**config.mk**
```make
export PLATFORM = sky130hd
export DESIGN_NAME = nsw_core
export DESIGN_NICKNAME = d
export VERILOG_FILES = /design/src/verilog/nsw_pkg.sv /design/src/verilog/nsw_quarter.sv /design/src/verilog/nsw_core.sv
export SDC_FILE = /design/constraint.sdc
export NUM_CORES = 1
export LEC_CHECK = 0
export BUFFER_PORTS_ARGS = -buffer_cell sky130_fd_sc_hd__buf_2
export CELL_PAD_IN_SITES_DETAIL_PLACEMENT = 1
export CELL_PAD_IN_SITES_GLOBAL_PLACEMENT = 1
export CORE_AREA = 2 2 84 86
export CTS_CLUSTER_DIAMETER = 60
export CTS_CLUSTER_SIZE = 16
export DETAILED_ROUTE_END_ITERATION = 8
export DIE_AREA = 0 0 86 88
export GPL_ROUTABILITY_DRIVEN = 0
export GPL_TIMING_DRIVEN = 0
export HOLD_SLACK_MARGIN = 0.06
export PLACE_DENSITY = 0.81
export SKIP_CTS_REPAIR_TIMING = 1
export SKIP_LAST_GASP = 1
export SLEW_MARGIN = 0
export SYNTH_ARGS = -nofsm -noshare
export SYNTH_HDL_FRONTEND = slang
export SYNTH_HIERARCHICAL = 1
export SYNTH_SLANG_ARGS = --single-unit
export TNS_END_PERCENT = 10
```
**constraint.sdc**
```tcl
create_clock -name sys_clk_in -period 3.2 [get_ports sys_clk_in]
set_clock_uncertainty 0.1 [all_clocks]
set_input_delay 0.16 -clock sys_clk_in [delete_from_list [all_inputs] [get_ports sys_clk_in]]
set_output_delay 0.16 -clock sys_clk_in [all_outputs]
set_load 0.02 [all_outputs]
```
**src/verilog/nsw_pkg.sv**
```systemverilog
// Package: encodings, field positions and timing for the nibble exchange unit
package nsw_pkg;
   // Instruction word layout
   localparam logic [5:0] NSW_OPCODE       = 6'h0e;
   localparam int         NSW_OPC_LSB      = 10;
   localparam int         NSW_DEST_BIT     = 9;
   localparam int         NSW_ACC_BIT      = 8;
   localparam logic [7:0] NSW_INDEX_LIMIT  = 8'h5f;
   // Quarter phases per instruction cycle
   localparam int         NSW_Q_PER_CYCLE  = 4;
   localparam logic [1:0] NSW_Q_LAST       = 2'h3;
   // Reset values
   localparam logic [7:0] NSW_W_RESET      = 8'h00;
   localparam logic [1:0] NSW_Q_RESET      = 2'h0;
   // Access bank upper half maps into this bank (address bits 11:8)
   localparam logic [3:0] NSW_ACCESS_SFR_BANK = 4'hf;

   typedef enum logic [1:0] {
      NSW_Q1,
      NSW_Q2,
      NSW_Q3,
      NSW_Q4
   } nsw_phase_t;
endpackage

```
**src/verilog/nsw_quarter.sv**
```systemverilog
// Quarter phase generator: one instruction cycle per four system clocks
`timescale 1ns/1ps
module nsw_quarter
   import nsw_pkg::*;
(
   input  wire logic       sys_clk_in,
   input  wire logic       rstn_in,
   output logic [1:0]      q_out,
   output logic            q4_out
);
   logic [1:0] q_q;
   logic [1:0] q_d;

   // Free running modulo four count
   always_comb begin
      q_d = q_q + 2'h1;
   end

   always_ff @(posedge sys_clk_in) begin
      if (!rstn_in) begin
         q_q <= NSW_Q_RESET;
      end else begin
         q_q <= q_d;
      end
   end

   assign q_out  = q_q;
   assign q4_out = (q_q == NSW_Q_LAST);

   // Four system clocks between instruction cycle ends
   q4_spacing_a: assert property (@(posedge sys_clk_in) disable iff (!rstn_in)
      q4_out |=> !q4_out [*3] ##1 q4_out)
      else $error("quarter phase spacing is not four");
endmodule

```
**src/verilog/nsw_core.sv**
```systemverilog
// Nibble exchange instruction execution datapath
`timescale 1ns/1ps
module nsw_core
   import nsw_pkg::*;
(
   input  wire logic        sys_clk_in,
   input  wire logic        rstn_in,
   input  wire logic [15:0] instr_in,
   input  wire logic        instr_valid_in,
   input  wire logic        ext_set_en_in,
   input  wire logic [3:0]  bank_select_register_in,
   input  wire logic [11:0] fsr2_base_in,
   input  wire logic [7:0]  mem_rdata_in,
   output logic [11:0]      mem_addr_out,
   output logic             mem_rd_out,
   output logic             mem_wr_out,
   output logic [7:0]       mem_wdata_out,
   output logic [7:0]       w_reg_out,
   output logic             w_wr_out,
   output logic             illegal_out,
   output logic             done_out,
   output logic             flags_wr_out
);
   logic [1:0]  q;
   logic        q4;
   logic [15:0] ir_q,    ir_d;
   logic        busy_q,  busy_d;
   logic [11:0] addr_q,  addr_d;
   logic        rd_q,    rd_d;
   logic [7:0]  res_q,   res_d;
   logic        wr_q,    wr_d;
   logic [7:0]  wreg_q,  wreg_d;
   logic        wwr_q,   wwr_d;
   logic        ill_q,   ill_d;
   logic        done_q,  done_d;
   logic        hit;
   logic        dest;
   logic        acc;
   logic [7:0]  fa;
   logic        indexed;

   nsw_quarter u_quarter (
      .sys_clk_in (sys_clk_in),
      .rstn_in    (rstn_in),
      .q_out      (q),
      .q4_out     (q4)
   );

   // Field decode of the held instruction word
   assign hit  = (ir_q[15:NSW_OPC_LSB] == NSW_OPCODE);
   assign dest = ir_q[NSW_DEST_BIT];
   assign acc  = ir_q[NSW_ACC_BIT];
   assign fa   = ir_q[7:0];
   assign indexed = !acc && ext_set_en_in
                    && (fa <= NSW_INDEX_LIMIT);

   // Phase sequencing: Q1 decode, Q2 read, Q3 swap, Q4 write
   always_comb begin
      ir_d   = ir_q;
      busy_d = busy_q;
      addr_d = addr_q;
      rd_d   = 1'b0;
      res_d  = res_q;
      wr_d   = 1'b0;
      wreg_d = wreg_q;
      wwr_d  = 1'b0;
      ill_d  = 1'b0;
      done_d = 1'b0;
      case (nsw_phase_t'(q))
         NSW_Q1: begin
            // Only accepted at a cycle boundary, keeps cycle alignment
            ir_d   = instr_in;
            busy_d = instr_valid_in;
         end
         NSW_Q2: begin
            if (busy_q && hit) begin
               if (indexed) begin
                  addr_d = fsr2_base_in + {4'h0, fa};
               end else if (acc) begin
                  addr_d = {bank_select_register_in, fa};
               end else if (fa[7]) begin
                  // Upper access half maps to the special bank
                  addr_d = {NSW_ACCESS_SFR_BANK, fa};
               end else begin
                  addr_d = {4'h0, fa};
               end
               rd_d = 1'b1;
            end
         end
         NSW_Q3: begin
            // Read data arrives one clock after the strobe
            res_d = {mem_rdata_in[3:0], mem_rdata_in[7:4]};
         end
         NSW_Q4: begin
            if (busy_q && hit) begin
               if (dest) begin
                  wr_d = 1'b1;
               end else begin
                  wreg_d = res_q;
                  wwr_d  = 1'b1;
               end
               done_d = 1'b1;
            end else if (busy_q) begin
               ill_d = 1'b1;
            end
            busy_d = 1'b0;
         end
         default: begin
            busy_d = 1'b0;
         end
      endcase
   end

   always_ff @(posedge sys_clk_in) begin
      if (!rstn_in) begin
         ir_q   <= 16'h0000;
         busy_q <= 1'b0;
         addr_q <= 12'h000;
         rd_q   <= 1'b0;
         res_q  <= 8'h00;
         wr_q   <= 1'b0;
         wreg_q <= NSW_W_RESET;
         wwr_q  <= 1'b0;
         ill_q  <= 1'b0;
         done_q <= 1'b0;
      end else begin
         ir_q   <= ir_d;
         busy_q <= busy_d;
         addr_q <= addr_d;
         rd_q   <= rd_d;
         res_q  <= res_d;
         wr_q   <= wr_d;
         wreg_q <= wreg_d;
         wwr_q  <= wwr_d;
         ill_q  <= ill_d;
         done_q <= done_d;
      end
   end

   // Outputs straight from flip-flops
   assign mem_addr_out  = addr_q;
   assign mem_rd_out    = rd_q;
   assign mem_wr_out    = wr_q;
   assign mem_wdata_out = res_q;
   assign w_reg_out     = wreg_q;
   assign w_wr_out      = wwr_q;
   assign illegal_out   = ill_q;
   assign done_out      = done_q;
   // Status flags are never touched by this operation
   assign flags_wr_out  = 1'b0;

   // Read byte split in halves so the checks can look back at each one
   logic [3:0]  rdata_lo;
   logic [3:0]  rdata_hi;
   assign rdata_lo = mem_rdata_in[3:0];
   assign rdata_hi = mem_rdata_in[7:4];

   // Swapped result matches the byte present at the Q3 edge
   swap_result_a: assert property (@(posedge sys_clk_in)
      disable iff (!rstn_in)
      rd_q |=> res_q == {$past(rdata_lo), $past(rdata_hi)})
      else $error("nibble swap result wrong");

   // Memory write only for destination one, together with done
   mem_write_dest_a: assert property (@(posedge sys_clk_in)
      disable iff (!rstn_in)
      mem_wr_out |-> $past(dest) && done_q)
      else $error("memory write without destination one");

   // Working register write carries the same swapped byte
   w_write_dest_a: assert property (@(posedge sys_clk_in)
      disable iff (!rstn_in)
      w_wr_out |-> !$past(dest) && done_q && w_reg_out == mem_wdata_out)
      else $error("working register write wrong");

   // A write never goes to both destinations at once
   dest_exclusive_a: assert property (@(posedge sys_clk_in)
      disable iff (!rstn_in)
      !(mem_wr_out && w_wr_out))
      else $error("both destinations written");

   // Working register only moves on its own write pulse
   w_hold_a: assert property (@(posedge sys_clk_in)
      disable iff (!rstn_in)
      !w_wr_out |-> $stable(w_reg_out))
      else $error("working register changed without write");

   // Banked operand address built from bank select and file address
   banked_addr_a: assert property (@(posedge sys_clk_in)
      disable iff (!rstn_in)
      rd_d && acc |=> mem_addr_out == {$past(bank_select_register_in),
                                       $past(fa)})
      else $error("banked address wrong");

   // Indexed offset wraps at twelve bits, same as the data space
   indexed_addr_a: assert property (@(posedge sys_clk_in)
      disable iff (!rstn_in)
      rd_d && indexed |=> mem_addr_out ==
         $past(fsr2_base_in) + {4'h0, $past(fa)})
      else $error("indexed address wrong");

   // Status flags are never written by this operation
   flags_hold_a: assert property (@(posedge sys_clk_in)
      disable iff (!rstn_in)
      !flags_wr_out)
      else $error("status flags written");

   // Read strobe to completion within the same instruction cycle
   one_cycle_a: assert property (@(posedge sys_clk_in)
      disable iff (!rstn_in)
      mem_rd_out |-> ##2 (done_out || illegal_out))
      else $error("instruction not done in one cycle");

   // Refused word leaves memory, working register and done alone
   illegal_quiet_a: assert property (@(posedge sys_clk_in)
      disable iff (!rstn_in)
      illegal_out |-> !mem_wr_out && !w_wr_out && !done_out)
      else $error("refused word produced a write");

   // At most one completion per four system clocks
   done_spacing_a: assert property (@(posedge sys_clk_in)
      disable iff (!rstn_in)
      done_out |=> !done_out [*3])
      else $error("done faster than one per four clocks");

   // Completion only follows the last quarter of a cycle
   done_phase_a: assert property (@(posedge sys_clk_in)
      disable iff (!rstn_in)
      done_out |-> $past(q4))
      else $error("done outside the last quarter");

   mem_wb_c: cover property (@(posedge sys_clk_in) mem_wr_out);
   w_wb_c:   cover property (@(posedge sys_clk_in) w_wr_out);
   idx_c:    cover property (@(posedge sys_clk_in) rd_d && indexed);
   ill_c:    cover property (@(posedge sys_clk_in) illegal_out);
endmodule

```
==> results of run 1 <==
-- metal layers --
layer | track usage | part of all wire
met5 | 0 | 0
met4 | 0.0390 | 0.0047
met3 | 0.0434 | 0.041
met2 | 0.366 | 0.51
met1 | 0.232 | 0.44
-- final timing paths --
| kind | slack [ns] | startpoint | cells after the start | endpoint |
|---|---|---|---|---|
| max | 0.77 | ir_q[0] | 8 | mem_addr_out[4] |
| min reg2reg | 0.38 | mem_addr_out[1] | 2 | mem_addr_out[1] |
| max reg2reg | 0.77 | ir_q[0] | 8 | mem_addr_out[4] |
| min | 0.01 | instr_in[9] | 3 | ir_q[9] |
-- cell type report --
class / count / area share
flip-flops and latches: 52 / 0.303
multi-input cells: 204 / 0.444
well taps: 80 / 0.0292
clock buffers: 5 / 0.0201
plain buffers: 14 / 0.0175
clock inverters: 3 / 0.00766
repair buffers: 96 / 0.169
inverters: 8 / 0.00875
-- flip-flops by register name, indices dropped and copies added, names as in the netlist --
register,flops
w_wr_out,1
mem_wdata_out,8
mem_addr_out,12
ir_q,16
w_reg_out,8
mem_rd_out,1
u_quarter/q_out,2
busy_q,1
mem_wr_out,1
done_out,1
illegal_out,1
-- per-stage QoR --
step | hold WS [ns] | utilization | cells | worst slack [ns]
finish | 0.0149 | 0.516 | 462 | 0.774
global route | 0.0564 | 0.516 | 462 | 0.684
CTS | -0.00510 | 0.486 | 442 | 0.807
detailed placement | 0.327 | 0.472 | 434 | 0.830
global placement | 0.315 | 0.472 | 434 | 0.848
floorplan | 0.182 | - | 278 | 1.15
-- worst min-delay path, stage by stage --
cell                      delay, ns
sky130_fd_sc_hd__buf_2         0.08
sky130_fd_sc_hd__mux2i_1       0.06
sky130_fd_sc_hd__nor2b_1       0.10
-- cells by family after synthesis --
kind of cell / count (synthesis) / synth area share
fa+ha+maj: 14 / 0.0688
buf+inv: 22 / 0.0339
xor+xnor: 1 / 0.00330
flops: 52 / 0.392
mux: 32 / 0.121
other cells: 1 / 0.00141
compound gates: 57 / 0.153
simple gates: 99 / 0.227
-- cell usage in the layout (no fill, tap or decap), types with 3 or more instances in the layout --
master	instances
sky130_fd_sc_hd__buf_2	79
sky130_fd_sc_hd__dfxtp_1	52
sky130_fd_sc_hd__nor2b_1	34
sky130_fd_sc_hd__mux2i_1	32
sky130_fd_sc_hd__dlygate4sd3_1	20
sky130_fd_sc_hd__nand2_1	17
sky130_fd_sc_hd__ha_1	13
sky130_fd_sc_hd__o21ai_0	12
sky130_fd_sc_hd__clkbuf_1	10
sky130_fd_sc_hd__a21oi_1	9
sky130_fd_sc_hd__inv_1	8
sky130_fd_sc_hd__nor2_1	8
sky130_fd_sc_hd__nand3_1	7
sky130_fd_sc_hd__a21o_1	6
sky130_fd_sc_hd__o211a_1	5
sky130_fd_sc_hd__and2_1	5
sky130_fd_sc_hd__clkbuf_8	5
sky130_fd_sc_hd__and3_1	4
sky130_fd_sc_hd__o2111ai_1	4
sky130_fd_sc_hd__a21boi_0	3
sky130_fd_sc_hd__o21a_1	3
sky130_fd_sc_hd__and4_1	3
sky130_fd_sc_hd__nand4_1	3
sky130_fd_sc_hd__o211ai_1	3
-- power breakdown --
part	total [mW]	internal (mW)	switching (mW)	leakage (nW)
registers	0.703	0.674	0.0288	0.424
clock network	0.418	0.160	0.258	0.0423
logic	0.267	0.128	0.139	1.14
==> impl_metrics.xml, run 1 <==
<?xml version="1.0" encoding="UTF-8"?>
<metrics>
  <group name="grt">
    <metric name="antenna_violations_before_repair" unit="">0</metric>
    <metric name="grt_use_total" unit="">0.197</metric>
    <metric name="grt_max_degree" unit="">19</metric>
    <metric name="grt_pass1_wl" unit="mm">11.7</metric>
    <metric name="grt_pass1_vias" unit="">2410</metric>
    <metric name="gr-total-overflow" unit="">0</metric>
  </group>
  <group name="setup_path">
    <metric name="cp_data_arrival_time" unit="ns">2.52</metric>
    <metric name="worst_setup_path_end_kind" unit="">register</metric>
    <metric name="crit_path_max_fanout" unit="">3</metric>
    <metric name="worstPathRequired" unit="ns">3.29</metric>
    <metric name="cp_cell_sequence" unit="">ha_1 -&gt; inv_1 -&gt; fa_1 -&gt; nor2b_4 -&gt; o21ai_0 -&gt; and4_1 -&gt; a2111oi_0 -&gt; nor2_1</metric>
    <metric name="timing.critical_path.max_delay_family" unit="">compound AO/OA/AOI/OAI gates</metric>
    <metric name="criticalPathCategory" unit="">reg2reg</metric>
    <metric name="critical_path.max_stage_delay" unit="ns">0.62</metric>
    <metric name="worst-path-buf-inv" unit="">1</metric>
    <metric name="crit_slowest_cell" unit="">sky130_fd_sc_hd__a2111oi_0</metric>
    <metric name="nature_of_the_critical_path_startpoint" unit="">register</metric>
  </group>
  <group name="detailed_routing">
    <metric name="postRouteWirelength" unit="mm">7.72</metric>
    <metric name="antenna_violating_nets_left" unit="">0</metric>
    <metric name="residual_drc" unit="">0</metric>
    <metric name="detailed_routing_iterations_pass_1" unit="">4</metric>
    <metric name="via_per_inst" unit="">5.27</metric>
    <metric name="drt_iter0_drc" unit="">85</metric>
    <metric name="wl_per_cell" unit="µm">16.7</metric>
    <metric name="detailroute.via_count" unit="">2434</metric>
  </group>
  <group name="clocking">
    <metric name="cts-root-to-sink-buffers" unit="">2</metric>
    <metric name="cts-buffers-inserted" unit="">5</metric>
    <metric name="cts_tree" unit="">built</metric>
    <metric name="htree_num_levels" unit="">2</metric>
    <metric name="clk_transition_reported_paths" unit="ns">0.11</metric>
    <metric name="clk_latency" unit="ns">0.31</metric>
    <metric name="num_clock_sinks" unit="">52</metric>
    <metric name="clock_tree.root_cell" unit="">sky130_fd_sc_hd__clkbuf_8</metric>
  </group>
  <group name="timing">
    <metric name="period_minus_slack" unit="ns">2.43</metric>
    <metric name="max_clock_freq" unit="GHz">0.412</metric>
    <metric name="finalCritPeriodShare" unit="">0.758</metric>
    <metric name="timing.setup.tns" unit="ns">0</metric>
    <metric name="final_max_slew_viol_count" unit="">0</metric>
    <metric name="maxSlewHeadroom" unit="">0.520</metric>
    <metric name="worstMarginPinSlew" unit="ns">0.702</metric>
    <metric name="timing.final.setup_violations" unit="">0</metric>
    <metric name="unrepaired_setup_endpoints_after_global_routing" unit="">no</metric>
    <metric name="finalHoldViolCount" unit="">0</metric>
  </group>
  <group name="logic_synthesis">
    <metric name="synth_cell_type_count" unit="">51</metric>
    <metric name="synthesis.area" unit="mm²">0.00266</metric>
    <metric name="synth_most_common_cell" unit="">sky130_fd_sc_hd__dfxtp_1</metric>
    <metric name="number_of_synthesized_flops_with_an_enable_pin" unit="">0</metric>
    <metric name="syn_avg_cell_area" unit="µm²">9.55</metric>
    <metric name="portion_of_synthesized_cell_area_occupied_by_the_leading_cell_type" unit="">0.392</metric>
    <metric name="synth.area.top_cells" unit="">sky130_fd_sc_hd__dfxtp_1 39%, sky130_fd_sc_hd__mux2i_1 12%, sky130_fd_sc_hd__nor2b_1 8.0%</metric>
    <metric name="async_flop_share" unit="">0</metric>
    <metric name="synth_largest_area_cell" unit="">sky130_fd_sc_hd__dfxtp_1</metric>
    <metric name="synth_top_flop_cell" unit="">sky130_fd_sc_hd__dfxtp_1</metric>
    <metric name="synth.net_count" unit="">336</metric>
    <metric name="ys_seq_area_frac" unit="">0.392</metric>
    <metric name="synth.top_cells.by_count" unit="">52 x sky130_fd_sc_hd__dfxtp_1, 34 x sky130_fd_sc_hd__nor2b_1, 32 x sky130_fd_sc_hd__mux2i_1</metric>
    <metric name="post_synth_inst_count" unit="">278</metric>
    <metric name="yosys_register_bits" unit="">52</metric>
    <metric name="synth.yosys.warnings" unit="">6</metric>
  </group>
  <group name="placed_design">
    <metric name="placement.io_buffers" unit="">76</metric>
    <metric name="detailed_place_hpwl" unit="mm">5.64</metric>
    <metric name="instance_area_after_placement" unit="mm²">0.00314</metric>
  </group>
  <group name="final_layout">
    <metric name="fraction_of_layout_instances_using_a_drive_strength_above_1" unit="">0.249</metric>
    <metric name="stdcell_area" unit="mm²">0.00343</metric>
    <metric name="fillCellCount" unit="">830</metric>
    <metric name="multi_input_gate_area" unit="mm²">0.00152</metric>
    <metric name="fin_nets" unit="">439</metric>
    <metric name="antenna_cells" unit="">0</metric>
    <metric name="syn2layout_area_growth" unit="%">29.2</metric>
    <metric name="sequential_cell_area" unit="mm²">0.00104</metric>
  </group>
  <group name="die">
    <metric name="floorplan.io_pins" unit="">78</metric>
    <metric name="initial_core_util" unit="">0.400</metric>
    <metric name="die_h" unit="µm">88</metric>
    <metric name="std_cell_rows" unit="">30</metric>
    <metric name="die-width" unit="µm">86</metric>
    <metric name="core-area" unit="mm²">0.00664</metric>
    <metric name="die_area" unit="mm²">0.00757</metric>
  </group>
  <group name="power_and_ir_drop">
    <metric name="report.power.total" unit="mW">1.39</metric>
    <metric name="power-per-cell-area" unit="mW/mm²">404</metric>
    <metric name="p_leak" unit="nW">1.61</metric>
    <metric name="max-vdd-ir-drop" unit="mV">0.212</metric>
  </group>
  <group name="outcome">
    <metric name="outcome" unit="">complete, no violations</metric>
  </group>
  <group name="job">
    <metric name="maxCapViolCount" unit="">0</metric>
  </group>
  <group name="hold_path">
    <metric name="hold_path_class" unit="">in2reg</metric>
  </group>
</metrics>
Power figures use the tool's default switching activity.
==> run 2, diff against run 1 <==
ABC_AREA = 1   (was default)
CORE_AREA = 2 2 88 90   (was 2 2 84 86)
DIE_AREA = 0 0 90 92   (was 0 0 86 88)
PLACE_DENSITY = 0.77   (was 0.81)
clock period = 2.45 ns   (was 3.2 ns; I/O delays follow)
==> run 2 against run 1 <==
Net effect:
- synthesized cell count increased by 27%
- combinational power is 55% higher
- cell area increased by 0.29%
- final cell count is 23% higher
- clock power is 24% higher
- worst setup slack lost 0.25 ns
- first-iteration DRC count shrank 40%
==> impl_metrics.xml, run 2 <==
<?xml version="1.0" encoding="UTF-8"?>
<metrics>
  <group name="outcome">
    <metric name="outcome" unit="">complete, no violations</metric>
  </group>
  <group name="placed_design">
    <metric name="detailed_place_hpwl" unit="mm">5.93</metric>
    <metric name="place_worst_setup_slack" unit="ns">0.526</metric>
    <metric name="placement.io_buffers" unit="">76</metric>
  </group>
  <group name="grt">
    <metric name="grt_pass1_wl" unit="mm">12.5</metric>
    <metric name="grt_use_total" unit="">0.185</metric>
    <metric name="grt_max_degree" unit="">17</metric>
    <metric name="antenna_violations_before_repair" unit="">0</metric>
    <metric name="grt_pass1_vias" unit="">2700</metric>
    <metric name="gr-total-overflow" unit="">0</metric>
  </group>
  <group name="logic_synthesis">
    <metric name="post_synth_inst_count" unit="">354</metric>
    <metric name="yosys_register_bits" unit="">52</metric>
    <metric name="synthesis.area" unit="mm²">0.00257</metric>
    <metric name="number_of_synthesized_flops_with_an_enable_pin" unit="">0</metric>
    <metric name="synth.yosys.warnings" unit="">6</metric>
    <metric name="ys_seq_area_frac" unit="">0.406</metric>
    <metric name="synth_largest_area_cell" unit="">sky130_fd_sc_hd__dfxtp_1</metric>
    <metric name="syn_avg_cell_area" unit="µm²">7.25</metric>
    <metric name="synth_cell_type_count" unit="">32</metric>
    <metric name="synth.top_cells.by_count" unit="">55 x sky130_fd_sc_hd__nand2_1, 54 x sky130_fd_sc_hd__nor2_1, 52 x sky130_fd_sc_hd__dfxtp_1</metric>
    <metric name="portion_of_synthesized_cell_area_occupied_by_the_leading_cell_type" unit="">0.406</metric>
    <metric name="synth.area.top_cells" unit="">sky130_fd_sc_hd__dfxtp_1 41%, sky130_fd_sc_hd__nand2_1 8.0%, sky130_fd_sc_hd__a21oi_1 8.0%</metric>
    <metric name="synth_top_flop_cell" unit="">sky130_fd_sc_hd__dfxtp_1</metric>
    <metric name="async_flop_share" unit="">0</metric>
    <metric name="synth.net_count" unit="">412</metric>
    <metric name="synth_most_common_cell" unit="">sky130_fd_sc_hd__nand2_1</metric>
  </group>
  <group name="clocking">
    <metric name="clock_tree.root_cell" unit="">sky130_fd_sc_hd__clkbuf_8</metric>
    <metric name="num_clock_sinks" unit="">52</metric>
    <metric name="clk_transition_reported_paths" unit="ns">0.09</metric>
    <metric name="cts-buffers-inserted" unit="">5</metric>
    <metric name="htree_num_levels" unit="">2</metric>
    <metric name="clk_latency" unit="ns">0.30</metric>
    <metric name="cts_tree" unit="">built</metric>
    <metric name="cts-root-to-sink-buffers" unit="">2</metric>
  </group>
  <group name="hold_path">
    <metric name="hold_path_class" unit="">in2reg</metric>
  </group>
  <group name="job">
    <metric name="maxCapViolCount" unit="">0</metric>
  </group>
  <group name="timing">
    <metric name="period_minus_slack" unit="ns">1.92</metric>
    <metric name="max_clock_freq" unit="GHz">0.519</metric>
    <metric name="hold_ws" unit="ns">0.0445</metric>
    <metric name="timing.setup.tns" unit="ns">0</metric>
    <metric name="finalWorstSetupSlack" unit="ns">0.525</metric>
    <metric name="timing.final.setup_violations" unit="">0</metric>
    <metric name="maxSlewHeadroom" unit="">0.663</metric>
    <metric name="finalCritPeriodShare" unit="">0.786</metric>
    <metric name="worstMarginPinSlew" unit="ns">0.505</metric>
    <metric name="final_max_slew_viol_count" unit="">0</metric>
    <metric name="unrepaired_setup_endpoints_after_global_routing" unit="">no</metric>
    <metric name="finalHoldViolCount" unit="">0</metric>
  </group>
  <group name="detailed_routing">
    <metric name="residual_drc" unit="">0</metric>
    <metric name="via_per_inst" unit="">4.71</metric>
    <metric name="drt_iter0_drc" unit="">51</metric>
    <metric name="detailed_routing_iterations_pass_1" unit="">4</metric>
    <metric name="wl_per_cell" unit="µm">14.0</metric>
    <metric name="postRouteWirelength" unit="mm">7.93</metric>
    <metric name="antenna_violating_nets_left" unit="">0</metric>
    <metric name="detailroute.via_count" unit="">2669</metric>
  </group>
  <group name="setup_path">
    <metric name="timing.critical_path.max_delay_family" unit="">adder cells</metric>
    <metric name="cp_cell_sequence" unit="">ha_1 -&gt; inv_1 -&gt; fa_1 -&gt; nor2_1 -&gt; o21ai_0 -&gt; nand2_1 -&gt; a21oi_1 -&gt; o21ai_0 -&gt; a21oi_1</metric>
    <metric name="crit_slowest_cell" unit="">sky130_fd_sc_hd__fa_1</metric>
    <metric name="critical_path.max_stage_delay" unit="ns">0.43</metric>
    <metric name="crit_path_max_fanout" unit="">3</metric>
    <metric name="criticalPathCategory" unit="">reg2reg</metric>
    <metric name="nature_of_the_critical_path_startpoint" unit="">register</metric>
    <metric name="cp_data_arrival_time" unit="ns">2.01</metric>
    <metric name="worstPathRequired" unit="ns">2.53</metric>
    <metric name="worst-path-buf-inv" unit="">1</metric>
    <metric name="worst_setup_path_end_kind" unit="">register</metric>
  </group>
  <group name="final_layout">
    <metric name="fraction_of_layout_instances_using_a_drive_strength_above_1" unit="">0.211</metric>
    <metric name="fillCellCount" unit="">981</metric>
    <metric name="layout.cells.most_common" unit="">sky130_fd_sc_hd__buf_2</metric>
    <metric name="syn2layout_area_growth" unit="%">34.1</metric>
    <metric name="largest_register" unit="">ir_q</metric>
    <metric name="fin_nets" unit="">522</metric>
    <metric name="commonest_cells_after_routing_fill_and_taps_aside" unit="">77 x sky130_fd_sc_hd__buf_2, 55 x sky130_fd_sc_hd__nand2_1, 54 x sky130_fd_sc_hd__nor2_1, 52 x sky130_fd_sc_hd__dfxtp_1, 47 x sky130_fd_sc_hd__inv_1</metric>
    <metric name="antenna_cells" unit="">0</metric>
    <metric name="largest_register_ffs" unit="">16</metric>
  </group>
  <group name="power_and_ir_drop">
    <metric name="power-per-cell-area" unit="mW/mm²">541</metric>
    <metric name="max-vdd-ir-drop" unit="mV">0.319</metric>
    <metric name="p_leak" unit="nW">1.71</metric>
    <metric name="report.power.total" unit="mW">1.86</metric>
  </group>
  <group name="die">
    <metric name="die_area" unit="mm²">0.00828</metric>
    <metric name="die-width" unit="µm">90</metric>
    <metric name="std_cell_rows" unit="">32</metric>
    <metric name="core-area" unit="mm²">0.00745</metric>
    <metric name="initial_core_util" unit="">0.345</metric>
    <metric name="floorplan.io_pins" unit="">78</metric>
    <metric name="die_h" unit="µm">92</metric>
  </group>
</metrics>
-- run 2: cell types whose count changed in the layout (fill, tap and decap cells not counted), sizes merged, moves of 5 or more --
| cell | change |
|---|---|
| nand3 | +7 |
| a21oi | +32 |
| nand2 | +40 |
| and2 | -5 |
| dlygate4sd3 | +7 |
| inv | +41 |
| mux2i | -32 |
| a21o | -5 |
| o21ai | +25 |
| o211a | -5 |
| nor2 | +46 |
| nor2b | -36 |
-- run 2: through the flow --
stage          instance area, µm²  std cells  utilization
3_3_place_gp                 3070        532        0.413
4_1_cts                      3170        540        0.426
5_1_grt                      3440        567        0.462
2_1_floorplan                2570        354            -
3_5_place_dp                 3070        532        0.413
6_report                     3440        567        0.462
-- run 2: cell families after synthesis --
logic type | after synthesis | synth area share
fa+ha+maj | 14 | 0.0712
other cells | 1 | 0.00146
flops | 52 | 0.406
simple gates | 137 | 0.234
buf+inv | 61 | 0.101
xor+xnor | 5 | 0.0171
compound gates | 84 | 0.170
-- run 2: worst paths after layout --
check,startpoint,endpoint,slack [ns],cells after the start
setup / recovery,ir_q[0],mem_addr_out[8],0.53,9
setup reg to reg,ir_q[0],mem_addr_out[8],0.53,9
hold reg to reg,ir_q[9],w_wr_out,0.33,1
hold / removal,bank_select_register_in[0],mem_addr_out[8],0.04,3
-- run 2: cell type report --
cell class | count | area (µm²) | share of cell area
inverters | 49 | 186 | 0.0542
repair buffers | 103 | 651 | 0.189
clock inverters | 2 | 13.8 | 0.00400
clock buffers | 6 | 82.6 | 0.0240
well taps | 102 | 128 | 0.0371
flip-flops and latches | 52 | 1040 | 0.303
multi-input cells | 241 | 1270 | 0.368
plain buffers | 12 | 72.6 | 0.0211
-- run 2: where the power goes --
part / switching [mW] / internal (mW) / total, mW
Clock: 0.285 / 0.232 / 0.517
Combinational: 0.248 / 0.167 / 0.415
Sequential: 0.0392 / 0.891 / 0.931
-- run 2: metal layers --
metal	wire, µm	track usage	up-vias
met5	0	0	-
met3	389	0.0477	14
met2	4100	0.344	70
met4	143	0.0474	0
met1	3300	0.210	1224
li1	-	-	1361
-- run 2: tightest hold or removal path, delay by kind of cell --
kind / cells / cell delay [ns]
buffers and inverters: 1 / 0.08
AO/OA/AOI/OAI: 2 / 0.20
